<file path="config.mk">
export PLATFORM = sky130hd
export DESIGN_NAME = fractional_pll_control_regs
export DESIGN_NICKNAME = d
export VERILOG_FILES = /design/src/hdl/pll_ctrl_pkg.sv /design/src/hdl/pin_sync3.sv /design/src/hdl/fractional_pll_control_regs.sv
export VERILOG_INCLUDE_DIRS = /design/src /design/src/hdl
export SDC_FILE = /design/constraint.sdc
export NUM_CORES = 1
export LEC_CHECK = 0
export BUFFER_PORTS_ARGS = -buffer_cell sky130_fd_sc_hd__clkbuf_2
export CAP_MARGIN = 5
export CORE_UTILIZATION = 50
export CTS_CLUSTER_SIZE = 8
export DETAILED_ROUTE_END_ITERATION = 16
export HOLD_SLACK_MARGIN = 0.08
export PLACE_DENSITY = 0.77
export SYNTH_ARGS = -nofsm -noshare
export SYNTH_HDL_FRONTEND = slang
export SYNTH_HIERARCHICAL = 1
export SYNTH_SLANG_ARGS = --single-unit
</file>
<file path="constraint.sdc">
create_clock -name clk_sys -period 4.5 [get_ports clk_sys]
set_input_delay 0.9 -clock clk_sys [delete_from_list [all_inputs] [get_ports clk_sys]]
set_output_delay 0.9 -clock clk_sys [all_outputs]
set_load 0.02 [all_outputs]
</file>
<file path="src/hdl/pll_consts.svh">
// Offsets, field positions, reset values and timing counts of the PLL control block.
`ifndef PLL_CONSTS_SVH
`define PLL_CONSTS_SVH

// Register byte offsets on the peripheral bus.
`define PLL_CTRLA_OFFSET 12'h044
`define PLL_RATIO_OFFSET 12'h048
`define PLL_CTRLB_OFFSET 12'h04c
`define PLL_STATUS_OFFSET 12'h050
`define PLL_EVENT_OFFSET 12'h054

// Reset values.
`define PLL_CTRLA_RESET 32'h0000_0080
`define PLL_RATIO_RESET 32'h0000_0000
`define PLL_CTRLB_RESET 32'h0000_0000

// Writable bits of each register; everything else reads as zero.
`define PLL_CTRLA_MASK 32'h0000_0082
`define PLL_RATIO_MASK 32'h000f_0fff
`define PLL_CTRLB_MASK 32'h07ff_173f

// Field positions in the first control register.
`define PLL_CTRLA_ENABLE_BIT 1
`define PLL_CTRLA_ONREQ_BIT 7

// Field positions in the ratio register.
`define PLL_RATIO_INT_MSB 11
`define PLL_RATIO_INT_LSB 0
`define PLL_RATIO_FRAC_MSB 19
`define PLL_RATIO_FRAC_LSB 16

// Field positions in the second control register.
`define PLL_CTRLB_DIV_MSB 26
`define PLL_CTRLB_DIV_LSB 16
`define PLL_CTRLB_BYPASS_BIT 12
`define PLL_CTRLB_LOCK_TIMEOUT_SEL_MSB 10
`define PLL_CTRLB_LOCK_TIMEOUT_SEL_LSB 8
`define PLL_CTRLB_REF_MSB 5
`define PLL_CTRLB_REF_LSB 4
`define PLL_CTRLB_WUF_BIT 3
`define PLL_CTRLB_LPEN_BIT 2
`define PLL_CTRLB_FILT_MSB 1
`define PLL_CTRLB_FILT_LSB 0

// Status register bit positions.
`define PLL_STAT_LOCK_BIT 0
`define PLL_STAT_CLKRDY_BIT 1
`define PLL_STAT_ENABLE_BIT 2
`define PLL_STAT_DIV_BIT 3

// Event register bit position (write one to clear).
`define PLL_EVT_TIMEOUT_BIT 0

// Lock timeout field codes.
`define PLL_LOCK_TIMEOUT_SEL_NONE 3'h0
`define PLL_LOCK_TIMEOUT_SEL_FIRST 3'h4
`define PLL_LOCK_TIMEOUT_SEL_FIRST_MS 8

// Timing in nanoseconds and the clock period.
`define PLL_CLK_PERIOD_NS 25
`define PLL_MS_NS 1000000
`define PLL_STARTUP_NS 400
`define PLL_ENABLE_SYNC_NS 100
`define PLL_STARTUP_CYCLES ((`PLL_STARTUP_NS + `PLL_CLK_PERIOD_NS - 1) / `PLL_CLK_PERIOD_NS)
`define PLL_ENABLE_SYNC_CYCLES \
   ((`PLL_ENABLE_SYNC_NS + `PLL_CLK_PERIOD_NS - 1) / `PLL_CLK_PERIOD_NS)
`define PLL_MS_CYCLES (`PLL_MS_NS / `PLL_CLK_PERIOD_NS)

`endif

</file>
<file path="src/hdl/pll_ctrl_pkg.sv">
// Types shared by the PLL control block.
package pll_ctrl_pkg;

   // Loop sequencing states, Gray coded along off, startup, locking, running.
   typedef enum logic [1:0] {
      ST_OFF = 2'h0,
      ST_STARTUP = 2'h1,
      ST_LOCKING = 2'h3,
      ST_RUN = 2'h2
   } pll_state_t;

   // Reference clock choice.
   typedef enum logic [1:0] {
      REF_FIRST = 2'h0,
      REF_SECOND = 2'h1,
      REF_GENERIC = 2'h2,
      REF_NONE = 2'h3
   } ref_sel_t;

endpackage

</file>
<file path="src/hdl/pin_sync3.sv">
// Three-stage input synchroniser that accepts a change once stages two and three agree.
`timescale 1ns/1ps

module pin_sync3 #(
   parameter int WIDTH = 1
) (
   input wire logic clk_sys,
   input wire logic rst_n,
   input wire logic [WIDTH-1:0] async_in,
   output logic [WIDTH-1:0] sync_out
);

   logic [WIDTH-1:0] stage1_r; // Metastability catcher, read only by stage two.
   logic [WIDTH-1:0] stage2_r; // Second stage.
   logic [WIDTH-1:0] stage3_r; // Third stage.
   logic [WIDTH-1:0] out_r; // Filtered value.
   logic [WIDTH-1:0] out_nxt; // Next filtered value.

   // A bit follows the input only when the last two stages agree.
   genvar gi;
   generate
      for (gi = 0; gi < WIDTH; gi++) begin : g_bit
         assign out_nxt[gi] = (stage2_r[gi] == stage3_r[gi]) ? stage3_r[gi] : out_r[gi];
      end
   endgenerate

   // Shift chain and filtered output.
   always_ff @(posedge clk_sys or negedge rst_n) begin
      if (!rst_n) begin
         stage1_r <= '0;
         stage2_r <= '0;
         stage3_r <= '0;
         out_r <= '0;
      end else begin
         stage1_r <= async_in;
         stage2_r <= stage1_r;
         stage3_r <= stage2_r;
         out_r <= out_nxt;
      end
   end

   assign sync_out = out_r;

endmodule // pin_sync3

</file>
<file path="src/hdl/fractional_pll_control_regs.sv">
// Control registers and sequencing for the fractional digital PLL.
//
// Behaviour
// [RL1] On-request clear: run whenever enabled.
// [RL2] On-request set: run only while requested.
// [RL3] Control A at 0x44, resets 0x80.
// [RL4] Enable changes appear in status after delay.
// [RL5] Ratio integer part in bits 11:0.
// [RL6] Ratio fraction part in bits 19:16.
// [RL7] Ratio register at 0x48, resets zero.
// [RL8] Control B at 0x4c, resets zero.
// [RL9] Unused bits always read back zero.
// [RL10] Reference divided by two times (field+1).
// [RL11] Lock bypass keeps gated clock running.
// [RL12] Lock timeout codes: none, 8 to 11 ms.
// [RL13] Reference select: first, second, generic.
// [RL14] Fast wakeup gates output only through startup; the gate here still needs lock unless bypass is set.
`timescale 1ns/1ps
`include "pll_consts.svh"

module fractional_pll_control_regs
   import pll_ctrl_pkg::*;
#(
   parameter int CYCLES_PER_MS = `PLL_MS_NS / `PLL_CLK_PERIOD_NS,
   parameter int STARTUP_CYCLES = `PLL_STARTUP_CYCLES,
   parameter int ENABLE_SYNC_CYCLES = `PLL_ENABLE_SYNC_CYCLES
) (
   input wire logic clk_sys,
   input wire logic rst_n,
   // APB slave.
   input wire logic psel,
   input wire logic penable,
   input wire logic pwrite,
   input wire logic [11:0] paddr,
   input wire logic [31:0] pwdata,
   input wire logic [3:0] pstrb,
   output logic [31:0] prdata,
   output logic pready,
   output logic pslverr,
   // Loop side inputs from the analog domain and the clock requesters.
   input wire logic pll_lock,
   input wire logic periph_request,
   // Loop controls.
   output logic pll_run,
   output logic gated_output_clock_en,
   output logic [11:0] loop_ratio_integer,
   output logic [3:0] loop_ratio_fraction,
   output logic [12:0] ref_div_factor,
   output logic ref_div_active,
   output logic [1:0] reference_select,
   output logic low_power_mode,
   output logic [1:0] filter_select,
   output logic lock_timed_out
);

   // Reset release: asynchronous assert, two-flop synchronous release.
   logic rst_meta_r; // First stage of the release chain.
   logic rst_sync_r; // Reset copy that the rest of the block uses.

   // Assertion is immediate; release waits two edges so no flop sees a runt release.
   always_ff @(posedge clk_sys or negedge rst_n) begin
      if (!rst_n) begin
         rst_meta_r <= 1'b0;
         rst_sync_r <= 1'b0;
      end else begin
         rst_meta_r <= 1'b1;
         rst_sync_r <= rst_meta_r;
      end
   end

   // Lock and request arrive from other domains, so they are filtered.
   logic [1:0] pin_sync; // Bit 1 request, bit 0 lock.
   logic lock_s; // Synchronised lock.
   logic req_s; // Synchronised peripheral request.

   pin_sync3 #(
      .WIDTH(2)
   ) u_pin_sync (
      .clk_sys(clk_sys),
      .rst_n(rst_sync_r),
      .async_in({periph_request, pll_lock}),
      .sync_out(pin_sync)
   );

   assign lock_s = pin_sync[0];
   assign req_s = pin_sync[1];

   // Byte-lane merge of a write into a register, restricted to its writable bits.
   function automatic logic [31:0] merge_write(input logic [31:0] old_val,
                                               input logic [31:0] new_val,
                                               input logic [3:0] strb,
                                               input logic [31:0] mask);
      logic [31:0] lane;
      lane = {{8{strb[3]}}, {8{strb[2]}}, {8{strb[1]}}, {8{strb[0]}}};
      merge_write = ((new_val & lane) | (old_val & ~lane)) & mask;
   endfunction

   // Register storage.
   logic [31:0] ctrl_a_r; // First control register.
   logic [31:0] ctrl_a_nxt; // Its next value.
   logic [31:0] ratio_r; // Ratio register.
   logic [31:0] ratio_nxt; // Its next value.
   logic [31:0] ctrl_b_r; // Second control register.
   logic [31:0] ctrl_b_nxt; // Its next value.

   // Bus decode. A write takes effect only at the completing access edge.
   logic setup_phase; // Setup cycle of a new transfer.
   logic access_done; // Completing edge of a transfer.
   logic wr_done; // Completing write.
   logic hit_ctrl_a; // Address selects first control register.
   logic hit_ratio; // Address selects ratio register.
   logic hit_ctrl_b; // Address selects second control register.
   logic hit_status; // Address selects status register.
   logic hit_event; // Address selects event register.
   logic addr_mapped; // Any register selected.

   assign setup_phase = psel && !penable;
   assign access_done = psel && penable && pready;
   assign wr_done = access_done && pwrite;
   assign hit_ctrl_a = (paddr == `PLL_CTRLA_OFFSET); // [RL3]
   assign hit_ratio = (paddr == `PLL_RATIO_OFFSET); // [RL7]
   assign hit_ctrl_b = (paddr == `PLL_CTRLB_OFFSET); // [RL8]
   assign hit_status = (paddr == `PLL_STATUS_OFFSET);
   assign hit_event = (paddr == `PLL_EVENT_OFFSET);
   assign addr_mapped = hit_ctrl_a || hit_ratio || hit_ctrl_b || hit_status || hit_event;

   // Masked writes keep every unused bit at zero, so reads return zero there.
   assign ctrl_a_nxt = (wr_done && hit_ctrl_a) ?
      merge_write(ctrl_a_r, pwdata, pstrb, `PLL_CTRLA_MASK) : ctrl_a_r; // [RL9]
   assign ratio_nxt = (wr_done && hit_ratio) ?
      merge_write(ratio_r, pwdata, pstrb, `PLL_RATIO_MASK) : ratio_r; // [RL9]
   assign ctrl_b_nxt = (wr_done && hit_ctrl_b) ?
      merge_write(ctrl_b_r, pwdata, pstrb, `PLL_CTRLB_MASK) : ctrl_b_r; // [RL9]

   // Register update.
   always_ff @(posedge clk_sys or negedge rst_sync_r) begin
      if (!rst_sync_r) begin
         ctrl_a_r <= `PLL_CTRLA_RESET; // [RL3]
         ratio_r <= `PLL_RATIO_RESET; // [RL7]
         ctrl_b_r <= `PLL_CTRLB_RESET; // [RL8]
      end else begin
         ctrl_a_r <= ctrl_a_nxt;
         ratio_r <= ratio_nxt;
         ctrl_b_r <= ctrl_b_nxt;
      end
   end

   // Field views of the control registers.
   logic enable_bit; // Software enable.
   logic on_request_bit; // Run only on request.
   logic bypass_bit; // Lock gate bypass.
   logic fast_wakeup; // Open the gate after startup, given lock or bypass.
   logic [2:0] lock_timeout_sel; // Lock timeout code.
   logic [10:0] div_field; // Reference divider field.
   ref_sel_t ref_sel; // Reference choice.

   assign enable_bit = ctrl_a_r[`PLL_CTRLA_ENABLE_BIT];
   assign on_request_bit = ctrl_a_r[`PLL_CTRLA_ONREQ_BIT];
   assign bypass_bit = ctrl_b_r[`PLL_CTRLB_BYPASS_BIT];
   assign fast_wakeup = ctrl_b_r[`PLL_CTRLB_WUF_BIT];
   assign lock_timeout_sel = ctrl_b_r[`PLL_CTRLB_LOCK_TIMEOUT_SEL_MSB:`PLL_CTRLB_LOCK_TIMEOUT_SEL_LSB];
   assign div_field = ctrl_b_r[`PLL_CTRLB_DIV_MSB:`PLL_CTRLB_DIV_LSB];
   assign ref_sel = ref_sel_t'(ctrl_b_r[`PLL_CTRLB_REF_MSB:`PLL_CTRLB_REF_LSB]);

   // Enable status follows the enable bit only after a settling delay.
   // Software must poll the status bit; the bit alone says nothing yet.
   logic enable_status_r; // Settled enable state.
   logic enable_status_nxt; // Its next value.
   logic [7:0] en_cnt_r; // Cycles for which the enable bit has differed from status.
   logic [7:0] en_cnt_nxt; // Its next value.
   logic en_pending; // Enable bit and status disagree.

   assign en_pending = (enable_bit != enable_status_r);
   assign en_cnt_nxt = !en_pending ? 8'h00 : (en_cnt_r + 8'h01);
   assign enable_status_nxt = (en_pending && (en_cnt_r >= 8'(ENABLE_SYNC_CYCLES - 1))) ?
      enable_bit : enable_status_r; // [RL4]

   // Settling counter; a bit flipped back before settling restarts the wait.
   always_ff @(posedge clk_sys or negedge rst_sync_r) begin
      if (!rst_sync_r) begin
         en_cnt_r <= 8'h00;
         enable_status_r <= 1'b0;
      end else begin
         en_cnt_r <= en_cnt_nxt;
         enable_status_r <= enable_status_nxt;
      end
   end

   // Run demand: the settled enable gates everything; requests only matter on request mode.
   logic run_demand; // Loop should be running.

   assign run_demand = enable_status_r && (!on_request_bit || req_s); // [RL1] [RL2]

   // Lock timeout in cycles from the selected code; 0 and reserved codes disable it.
   logic timeout_on; // A timeout code is selected.
   logic [19:0] timeout_limit; // Cycles allowed for lock.

   assign timeout_on = lock_timeout_sel >= `PLL_LOCK_TIMEOUT_SEL_FIRST; // [RL12]
   assign timeout_limit = 20'((32'(`PLL_LOCK_TIMEOUT_SEL_FIRST_MS) + 32'(lock_timeout_sel)
      - 32'(`PLL_LOCK_TIMEOUT_SEL_FIRST)) * 32'(CYCLES_PER_MS)); // [RL12]

   // Sequencer state.
   pll_state_t state_r; // Current state.
   pll_state_t state_nxt; // Next state.
   logic [19:0] seq_cnt_r; // Startup or lock wait counter.
   logic [19:0] seq_cnt_nxt; // Its next value.
   logic startup_done; // Startup time elapsed.
   logic timeout_hit; // Lock wait ran out.

   assign startup_done = seq_cnt_r >= 20'(STARTUP_CYCLES - 1);
   assign timeout_hit = (state_r == ST_LOCKING) && timeout_on && !lock_s &&
      (seq_cnt_r >= timeout_limit - 20'h1); // [RL12]

   // Next state. Losing demand always returns to off from any state.
   always_comb begin
      state_nxt = state_r;
      seq_cnt_nxt = seq_cnt_r + 20'h1;
      case (state_r)
         ST_OFF: begin
            seq_cnt_nxt = 20'h0;
            if (run_demand) begin
               state_nxt = ST_STARTUP;
            end
         end
         ST_STARTUP: begin
            if (!run_demand) begin
               state_nxt = ST_OFF;
            end else if (startup_done) begin
               state_nxt = ST_LOCKING;
               seq_cnt_nxt = 20'h0;
            end
         end
         ST_LOCKING: begin
            // The wait counter stops at the timeout, so timeout_hit stays high until lock or lost demand.
            if (!run_demand) begin
               state_nxt = ST_OFF;
            end else if (lock_s) begin
               state_nxt = ST_RUN;
            end else if (timeout_hit) begin
               seq_cnt_nxt = seq_cnt_r;
            end
         end
         ST_RUN: begin
            seq_cnt_nxt = 20'h0;
            if (!run_demand) begin
               state_nxt = ST_OFF;
            end
         end
         default: begin
            state_nxt = ST_OFF;
            seq_cnt_nxt = 20'h0;
         end
      endcase
   end

   // State and counter flops.
   always_ff @(posedge clk_sys or negedge rst_sync_r) begin
      if (!rst_sync_r) begin
         state_r <= ST_OFF;
         seq_cnt_r <= 20'h0;
      end else begin
         state_r <= state_nxt;
         seq_cnt_r <= seq_cnt_nxt;
      end
   end

   // Output gate: slow wakeup waits for lock, fast wakeup opens after startup.
   // A low lock keeps it closed, or closes it once open, unless bypass is set.
   logic gate_phase; // Sequencer allows the gate to open.
   logic gate_nxt; // Next gate enable.

   assign gate_phase = (state_r == ST_RUN) ||
      (fast_wakeup && (state_r == ST_LOCKING)); // [RL14]
   assign gate_nxt = gate_phase && (lock_s || bypass_bit); // [RL11]

   // Sticky timeout event; a new timeout in the clearing cycle wins.
   logic timeout_evt_r; // Sticky timeout flag.
   logic timeout_evt_nxt; // Its next value.
   logic timeout_clr; // Software writes one to clear.

   assign timeout_clr = wr_done && hit_event && pstrb[0] && pwdata[`PLL_EVT_TIMEOUT_BIT];
   assign timeout_evt_nxt = timeout_hit || (timeout_evt_r && !timeout_clr);

   // Reference divider factor and whether the divided reference is in use.
   logic [12:0] div_factor_nxt; // Two times (field plus one).

   assign div_factor_nxt = {1'b0, div_field, 1'b0} + 13'h2; // [RL10]

   // Read mux, evaluated in the setup cycle and held through access.
   logic [31:0] status_word; // Live status.
   logic [31:0] event_word; // Sticky events.
   logic [31:0] read_word; // Selected register.

   assign status_word = {28'h0, ref_div_active, enable_status_r, gated_output_clock_en,
      lock_s}; // [RL4]
   assign event_word = {31'h0, timeout_evt_r};
   assign read_word = hit_ctrl_a ? ctrl_a_r :
      hit_ratio ? ratio_r :
      hit_ctrl_b ? ctrl_b_r :
      hit_status ? status_word :
      hit_event ? event_word : 32'h0; // [RL9]

   // Output flops. Every top output is registered.
   // The slave adds exactly one wait-free access: pready rises in the access cycle.
   always_ff @(posedge clk_sys or negedge rst_sync_r) begin
      if (!rst_sync_r) begin
         prdata <= 32'h0;
         pready <= 1'b0;
         pslverr <= 1'b0;
         timeout_evt_r <= 1'b0;
         pll_run <= 1'b0;
         gated_output_clock_en <= 1'b0;
         loop_ratio_integer <= 12'h0;
         loop_ratio_fraction <= 4'h0;
         ref_div_factor <= 13'h2;
         ref_div_active <= 1'b0;
         reference_select <= 2'h0;
         low_power_mode <= 1'b0;
         filter_select <= 2'h0;
         lock_timed_out <= 1'b0;
      end else begin
         pready <= setup_phase;
         pslverr <= setup_phase && !addr_mapped;
         if (setup_phase) begin
            // Writes return zero data; reads capture the register at setup.
            prdata <= pwrite ? 32'h0 : read_word;
         end
         timeout_evt_r <= timeout_evt_nxt;
         pll_run <= (state_nxt != ST_OFF); // [RL1] [RL2]
         gated_output_clock_en <= gate_nxt;
         loop_ratio_integer <= ratio_r[`PLL_RATIO_INT_MSB:`PLL_RATIO_INT_LSB]; // [RL5]
         loop_ratio_fraction <= ratio_r[`PLL_RATIO_FRAC_MSB:`PLL_RATIO_FRAC_LSB]; // [RL6]
         ref_div_factor <= div_factor_nxt; // [RL10]
         ref_div_active <= (ref_sel == REF_SECOND); // [RL10]
         // The reserved reference code leaves the previous selection in place.
         if (ref_sel != REF_NONE) begin
            reference_select <= ref_sel; // [RL13]
         end
         low_power_mode <= ctrl_b_r[`PLL_CTRLB_LPEN_BIT];
         filter_select <= ctrl_b_r[`PLL_CTRLB_FILT_MSB:`PLL_CTRLB_FILT_LSB];
         lock_timed_out <= timeout_evt_nxt;
      end
   end

endmodule // fractional_pll_control_regs

</file>
After elaboration in Yosys (flattened, before gate mapping)
Cells that the tools add are included.
{"block": "totals", "reg_bits": 152, "latchBits": 0, "ram_bits": 0, "rom_bits": 0, "input_bits": 55, "output_inout_bits": 72, "wordCells": 115, "mem_count": 0}
{"block": "classes", "addsub": 6, "n_mul": 1, "div": 0, "order_cmp": 4, "n_eq_ne": 14, "shifts": 0, "muxes": 20, "bitwise": 8, "n_reduce_logical": 35}
{"operator": "27-bit 2-to-1 mux", "count": 4}
{"operator": "20-bit 2-to-1 mux", "count": 5}
{"operator": "12-bit by 7-bit equality test with 1-bit output (second input constant)", "count": 5}
{"operator": "20-bit case mux with 3 select lines", "count": 1}
{"operator": "27-bit bitwise AND", "count": 2}
{"operator": "32-bit by 10-bit multiplier with 14-bit output (second input constant)", "count": 1}
{"operator": "27-bit inverter", "count": 1}
{"operator": "27-bit OR", "count": 1}
{"operator": "20-bit by 1-bit adder with 20-bit output (second input constant)", "count": 1}
{"operator": "20-bit bitwise AND", "count": 1}
{"operator": "20-bit greater-or-equal comparator", "count": 1}
{"operator": "20-bit by 4-bit greater-or-equal comparator with 1-bit output (second input constant)", "count": 1}
{"operator": "20-bit OR", "count": 1}
{"operator": "20-bit by 1-bit subtractor with 20-bit output (second input constant)", "count": 1}
{"operator": "1-bit logical AND", "count": 19}
{"operator": "12-bit by 2-bit adder with 13-bit output (second input constant)", "count": 1}
{"operator": "2-bit 2-to-1 mux", "count": 6}
{"operator": "8-bit by 1-bit adder with 8-bit output (second input constant)", "count": 1}
{"operator": "8-bit bitwise AND", "count": 1}
{"operator": "8-bit by 2-bit greater-or-equal comparator with 1-bit output (second input constant)", "count": 1}
{"operator": "1-bit logical OR", "count": 8}
{"operator": "8-bit 2-to-1 mux", "count": 1}
{"operator": "8-bit OR", "count": 1}
{"operator": "2-bit case mux with 4 select lines", "count": 1}
{"operator": "15 further kinds", "count": 22}

Logic depth before layout (Yosys ltp)
{"block": "logic_depth", "depth_word": 10, "ltp_mapped": 20}

By module
The synthesis kept the hierarchy.
{"module": "fractional_pll_control_regs", "n_inst": 1, "cells_each": 575, "area_per_inst_um2": 6508.7}
{"module": "pin_sync3", "n_inst": 1, "cells_each": 10, "area_per_inst_um2": 222.7}

Worst setup path after synthesis
Ideal clock, no wire load.
{"block": "synth_path", "kind": "reg2reg", "start": "reg with a tool-made name", "end": "reg seq_cnt_r[11]", "setup_time_ns": 0.124, "arrival_time_ns": 4.500, "slack_ns": -0.124, "path_stages_with_launch": 20, "path_cell_list": "dfrtp_1 -> buf_2 -> inv_1 -> fa_1 -> ha_1 -> ha_1 -> ha_1 -> ha_1 -> fa_1 -> nor4_1 -> nand2_1 -> xnor2_1 -> ha_1 -> and4_1 -> or4b_1 -> a2bb2oi_1 -> o21ai_2 -> buf_4 -> nor3_1 -> a211o_1"}
{"item": "end signal: assignment", "line": "fractional_pll_control_regs.sv:263", "text": "seq_cnt_r <= seq_cnt_nxt;"}
{"item": "end: declaration", "line": "fractional_pll_control_regs.sv:205", "text": "logic [19:0] seq_cnt_r;"}

==> implementation parameters <==
Parameter                              Value

Run
  # Max-Cap Violations    0

STA
  Final max-slew violation count    0
  Highest achievable clock rate    223 MHz
  Unrepaired setup endpoints after global routing    yes
  Setup violators final    0
  Fraction of the cycle the final worst path needs    99.5%
  Worst clock skew    0.00903 ns
  Hold violation total from the final report    0
  Tightest slew margin relative to the limit    37.0%
  Slew at the pin with the worst max-slew slack    0.943 ns
  Minimum clock period after layout    4.48 ns
  Sum of negative setup slack    0 ns

Global route
  First-pass GRT wire length    26.2 mm
  Total global-route track usage    24.5%
  Total grt overflow    0
  Largest net degree at the start of global routing    49
  Number of antenna violations at the first check in global routing    0
  Via count of the first global-routing pass    5,106

Power
  Pwr per Cell Area    343 mW/mm^2
  Maximum VDD drop    287 uV
  LEAKAGE    4.27 nW

Clocking
  Clk Latency, worst-skew pair    0.43 ns
  Clock sinks    143
  CTS Buffer Depth    2
  Clock tree from TritonCTS    built
  Cts-stage hold buffer count    0
  Clock root cell    sky130_fd_sc_hd__clkbuf_16
  Clock buffers created by TritonCTS    17
  Max H-tree Level    4
  Clock-pin slew of the registers on the worst-case setup and hold paths    0.07 ns

Setup path
  Delay contributed by the slowest stage of the critical path    0.52 ns
  Family with the most delay on the worst path    adder cells
  Maximum net fanout on the critical path    11
  Most frequent cell on the critical path    sky130_fd_sc_hd__ha_4
  Start-to-end type of the worst setup path    reg2reg
  Path length in cells of the critical path    18
  Setup slack on the worst flop-to-flop path    0.02 ns
  Critical Path, Cell by Cell    inv_2, fa_2, ha_4, ha_4, ha_4, ha_4, fa_1, nor4_2, nand2_1, xnor2_1, ha_1, and4_1, or4b_4, a2bb2oi_4, o21ai_4, buf_6, o21bai_1, a22o_1
  Critical path arrival    4.85 ns
  Required time worst endpoint    4.87 ns
  Worst flop-to-flop path endpoint    seq_cnt_r[14]
  Slowest cell on crit path    sky130_fd_sc_hd__or4b_4
  Cell depth of the worst flop-to-flop path    18
  Endpoint type of the worst setup path    register
  Buffers and inverters on the worst path    2
  Kind of start point of the critical path    register
  Critical path destination    seq_cnt_r[14]

Cells and area
  Final core utilization    64.1%
  Final instance area    0.00846 mm^2
  Number of filler cells placed in the layout    981
  Top library cells by usage in the layout, fill and taps aside    sky130_fd_sc_hd__dfrtp_1 (138), sky130_fd_sc_hd__clkbuf_2 (109), sky130_fd_sc_hd__nand2_1 (50)
  Final antenna diode count    0
  Most common cell after layout, fill and taps aside    sky130_fd_sc_hd__dfrtp_1
  Net count reported at finish    820
  Synth-to-Final Area Change    25.6%
  Share of final-layout standard cells stronger than drive strength 1    34.3%

Synth
  Mapped Avg Cell Area    11.5 um^2
  Library cells used by synthesis    56
  Total number of yosys warnings    6
  Summed instance area of the synthesized netlist    0.00673 mm^2
  Top flip-flop cell by instance count after synthesis    sky130_fd_sc_hd__dfrtp_1
  Cell types with the largest area share after synthesis    sky130_fd_sc_hd__dfrtp_1 (52%), sky130_fd_sc_hd__ha_1 (7.4%), sky130_fd_sc_hd__mux2_2 (6.7%)
  Area fraction of the dominant cell type after synthesis    52.4%
  Synthesized netlist cell count    585
  Register bit total from synthesis    143
  Proportion of register bits with asynchronous set or reset after synthesis    100%
  EDFF count, synth    0
  Leading area contributor after synthesis    sky130_fd_sc_hd__dfrtp_1
  Share of the yosys chip area belonging to registers    53.2%

Placement
  Global placer's final weighted congestion    0.817
  Cell area reported after detailed placement    0.00751 mm^2
  HPWL after detailed placement    11.0 mm
  Count of input and output buffers    109

Route
  DR vias/cell    5.57
  Routed Antenna Nets    0
  Initial DRT Pass Iterations    5
  Total routed wirelength    16.0 mm
  Routed wire length per instance    17.5 um
  Total via count in the routed design    5,072
  Number of DRC markers after the initial detailed-route iteration    321
  Post-route DRC violation count    0

Die
  Die extent in x    118 um
  Cell row count    42
  Initial core utilization    51.0%
  Die Area    0.0139 mm^2
  Top-level port count    127
  Die extent in y    118 um
  Area of the core    0.0132 mm^2

Min path
  Class of the tightest hold or removal check    in2async

Status
  Run status    finished, final reports clean
==> metrics by stage <==
stage	hold WS (ns)	cells	setup WS [ns]	total power, mW
floorplan	0.331	593	0.000905	1.37
global placement	0.333	867	-0.0744	1.40
detailed placement	0.335	867	-0.156	1.40
CTS	0.238	906	0.0121	2.92
global route	0.236	911	-0.177	2.99
finish	0.249	911	0.0205	2.90
==> Yosys cell counts, types with 4 or more instances <==
master                     number
sky130_fd_sc_hd__a21o_1         6
sky130_fd_sc_hd__a21oi_1       16
sky130_fd_sc_hd__a22o_1        24
sky130_fd_sc_hd__a22oi_1       13
sky130_fd_sc_hd__and2_1         5
sky130_fd_sc_hd__and3_1         8
sky130_fd_sc_hd__and4_1         4
sky130_fd_sc_hd__buf_2          5
sky130_fd_sc_hd__buf_4         12
sky130_fd_sc_hd__clkbuf_1       8
sky130_fd_sc_hd__dfrtp_1      141
sky130_fd_sc_hd__ha_1          40
sky130_fd_sc_hd__inv_1         26
sky130_fd_sc_hd__mux2_2        40
sky130_fd_sc_hd__nand2_1       50
sky130_fd_sc_hd__nand3_1       22
sky130_fd_sc_hd__nand4_1        8
sky130_fd_sc_hd__nor2_1        33
sky130_fd_sc_hd__nor2b_1        7
sky130_fd_sc_hd__nor3_1        13
sky130_fd_sc_hd__nor4_1         7
sky130_fd_sc_hd__o21ai_0       13
sky130_fd_sc_hd__o21bai_1       8
sky130_fd_sc_hd__or2_2          4
sky130_fd_sc_hd__xnor2_1       13
sky130_fd_sc_hd__xor2_1        12
==> logic make-up after synthesis <==
family	share of synthesized area [%]
mux	6.84
simple gates	13.7
buf+inv	3.72
other cells	0.112
xor+xnor	3.25
fa+ha+maj	8.66
flops	53.2
compound gates	10.6
==> worst reg2reg max path: stages, from the launching register on <==
cell and delay (ns):
sky130_fd_sc_hd__dfrtp_2 0.48, sky130_fd_sc_hd__inv_2 0.10, sky130_fd_sc_hd__fa_2 0.45, sky130_fd_sc_hd__ha_4 0.19
sky130_fd_sc_hd__ha_4 0.16, sky130_fd_sc_hd__ha_4 0.16, sky130_fd_sc_hd__ha_4 0.16, sky130_fd_sc_hd__fa_1 0.50
sky130_fd_sc_hd__nor4_2 0.16, sky130_fd_sc_hd__nand2_1 0.10, sky130_fd_sc_hd__xnor2_1 0.14, sky130_fd_sc_hd__ha_1 0.29
sky130_fd_sc_hd__and4_1 0.21, sky130_fd_sc_hd__or4b_4 0.52, sky130_fd_sc_hd__a2bb2oi_4 0.17, sky130_fd_sc_hd__o21ai_4 0.14
sky130_fd_sc_hd__buf_6 0.19, sky130_fd_sc_hd__o21bai_1 0.14, sky130_fd_sc_hd__a22o_1 0.18
==> power breakdown <==
group	internal [mW]	switching, mW
clock	0.953	0.577
sequential	1.29	0.0115
combinational	0.0224	0.0483
total	2.27	0.637
==> how the worst min path moves through the flow <==
stage	cells after the start	slack, ns	start	end
5_1_grt	1	0.24	rst_n	rst_sync_r
6_report	1	0.25	rst_n	rst_meta_r
3_5_place_dp	0	0.33	u_pin_sync/stage1_r[1]	u_pin_sync/stage2_r[1]
3_3_place_gp	0	0.33	u_pin_sync/stage1_r[0]	u_pin_sync/stage2_r[0]
2_1_floorplan	0	0.33	rst_meta_r	rst_sync_r
4_1_cts	1	0.24	rst_n	rst_sync_r
==> cell type report <==
cell class | instances | area, um^2 | share of cell area (%)
Clock buffer | 18 | 439 | 5.19
Inverter | 26 | 97.6 | 1.15
Timing Repair Buffer | 136 | 767 | 9.07
Multi-Input combinational cell | 398 | 3140 | 37.1
Tap cell | 176 | 220 | 2.60
Clock inverter | 14 | 206 | 2.44
Sequential cell | 143 | 3590 | 42.4
==> layer usage <==
layer  share of wire (%)  global-route usage, %  routed length [um]  up-vias
li1                    -                      -                   -     2341
met1                  42                   30.5                6790     2525
met2                  50                   41.1                7940      178
met3                 5.9                   6.88                 943       28
met4                 1.9                   8.01                 304        0
met5                   0                      0                   0        -
==> repair_timing <==
| action | 4_1_cts | 5_1_grt |
|---|---|---|
| pin swaps | 11 | 8 |
| setup endpoints to repair | 20 | 20 |
| setup buffers | 6 | 4 |
| resized for setup | 27 | 9 |
| gates cloned | 1 | 1 |
No activity file was read; power rests on OpenSTA's default activity.
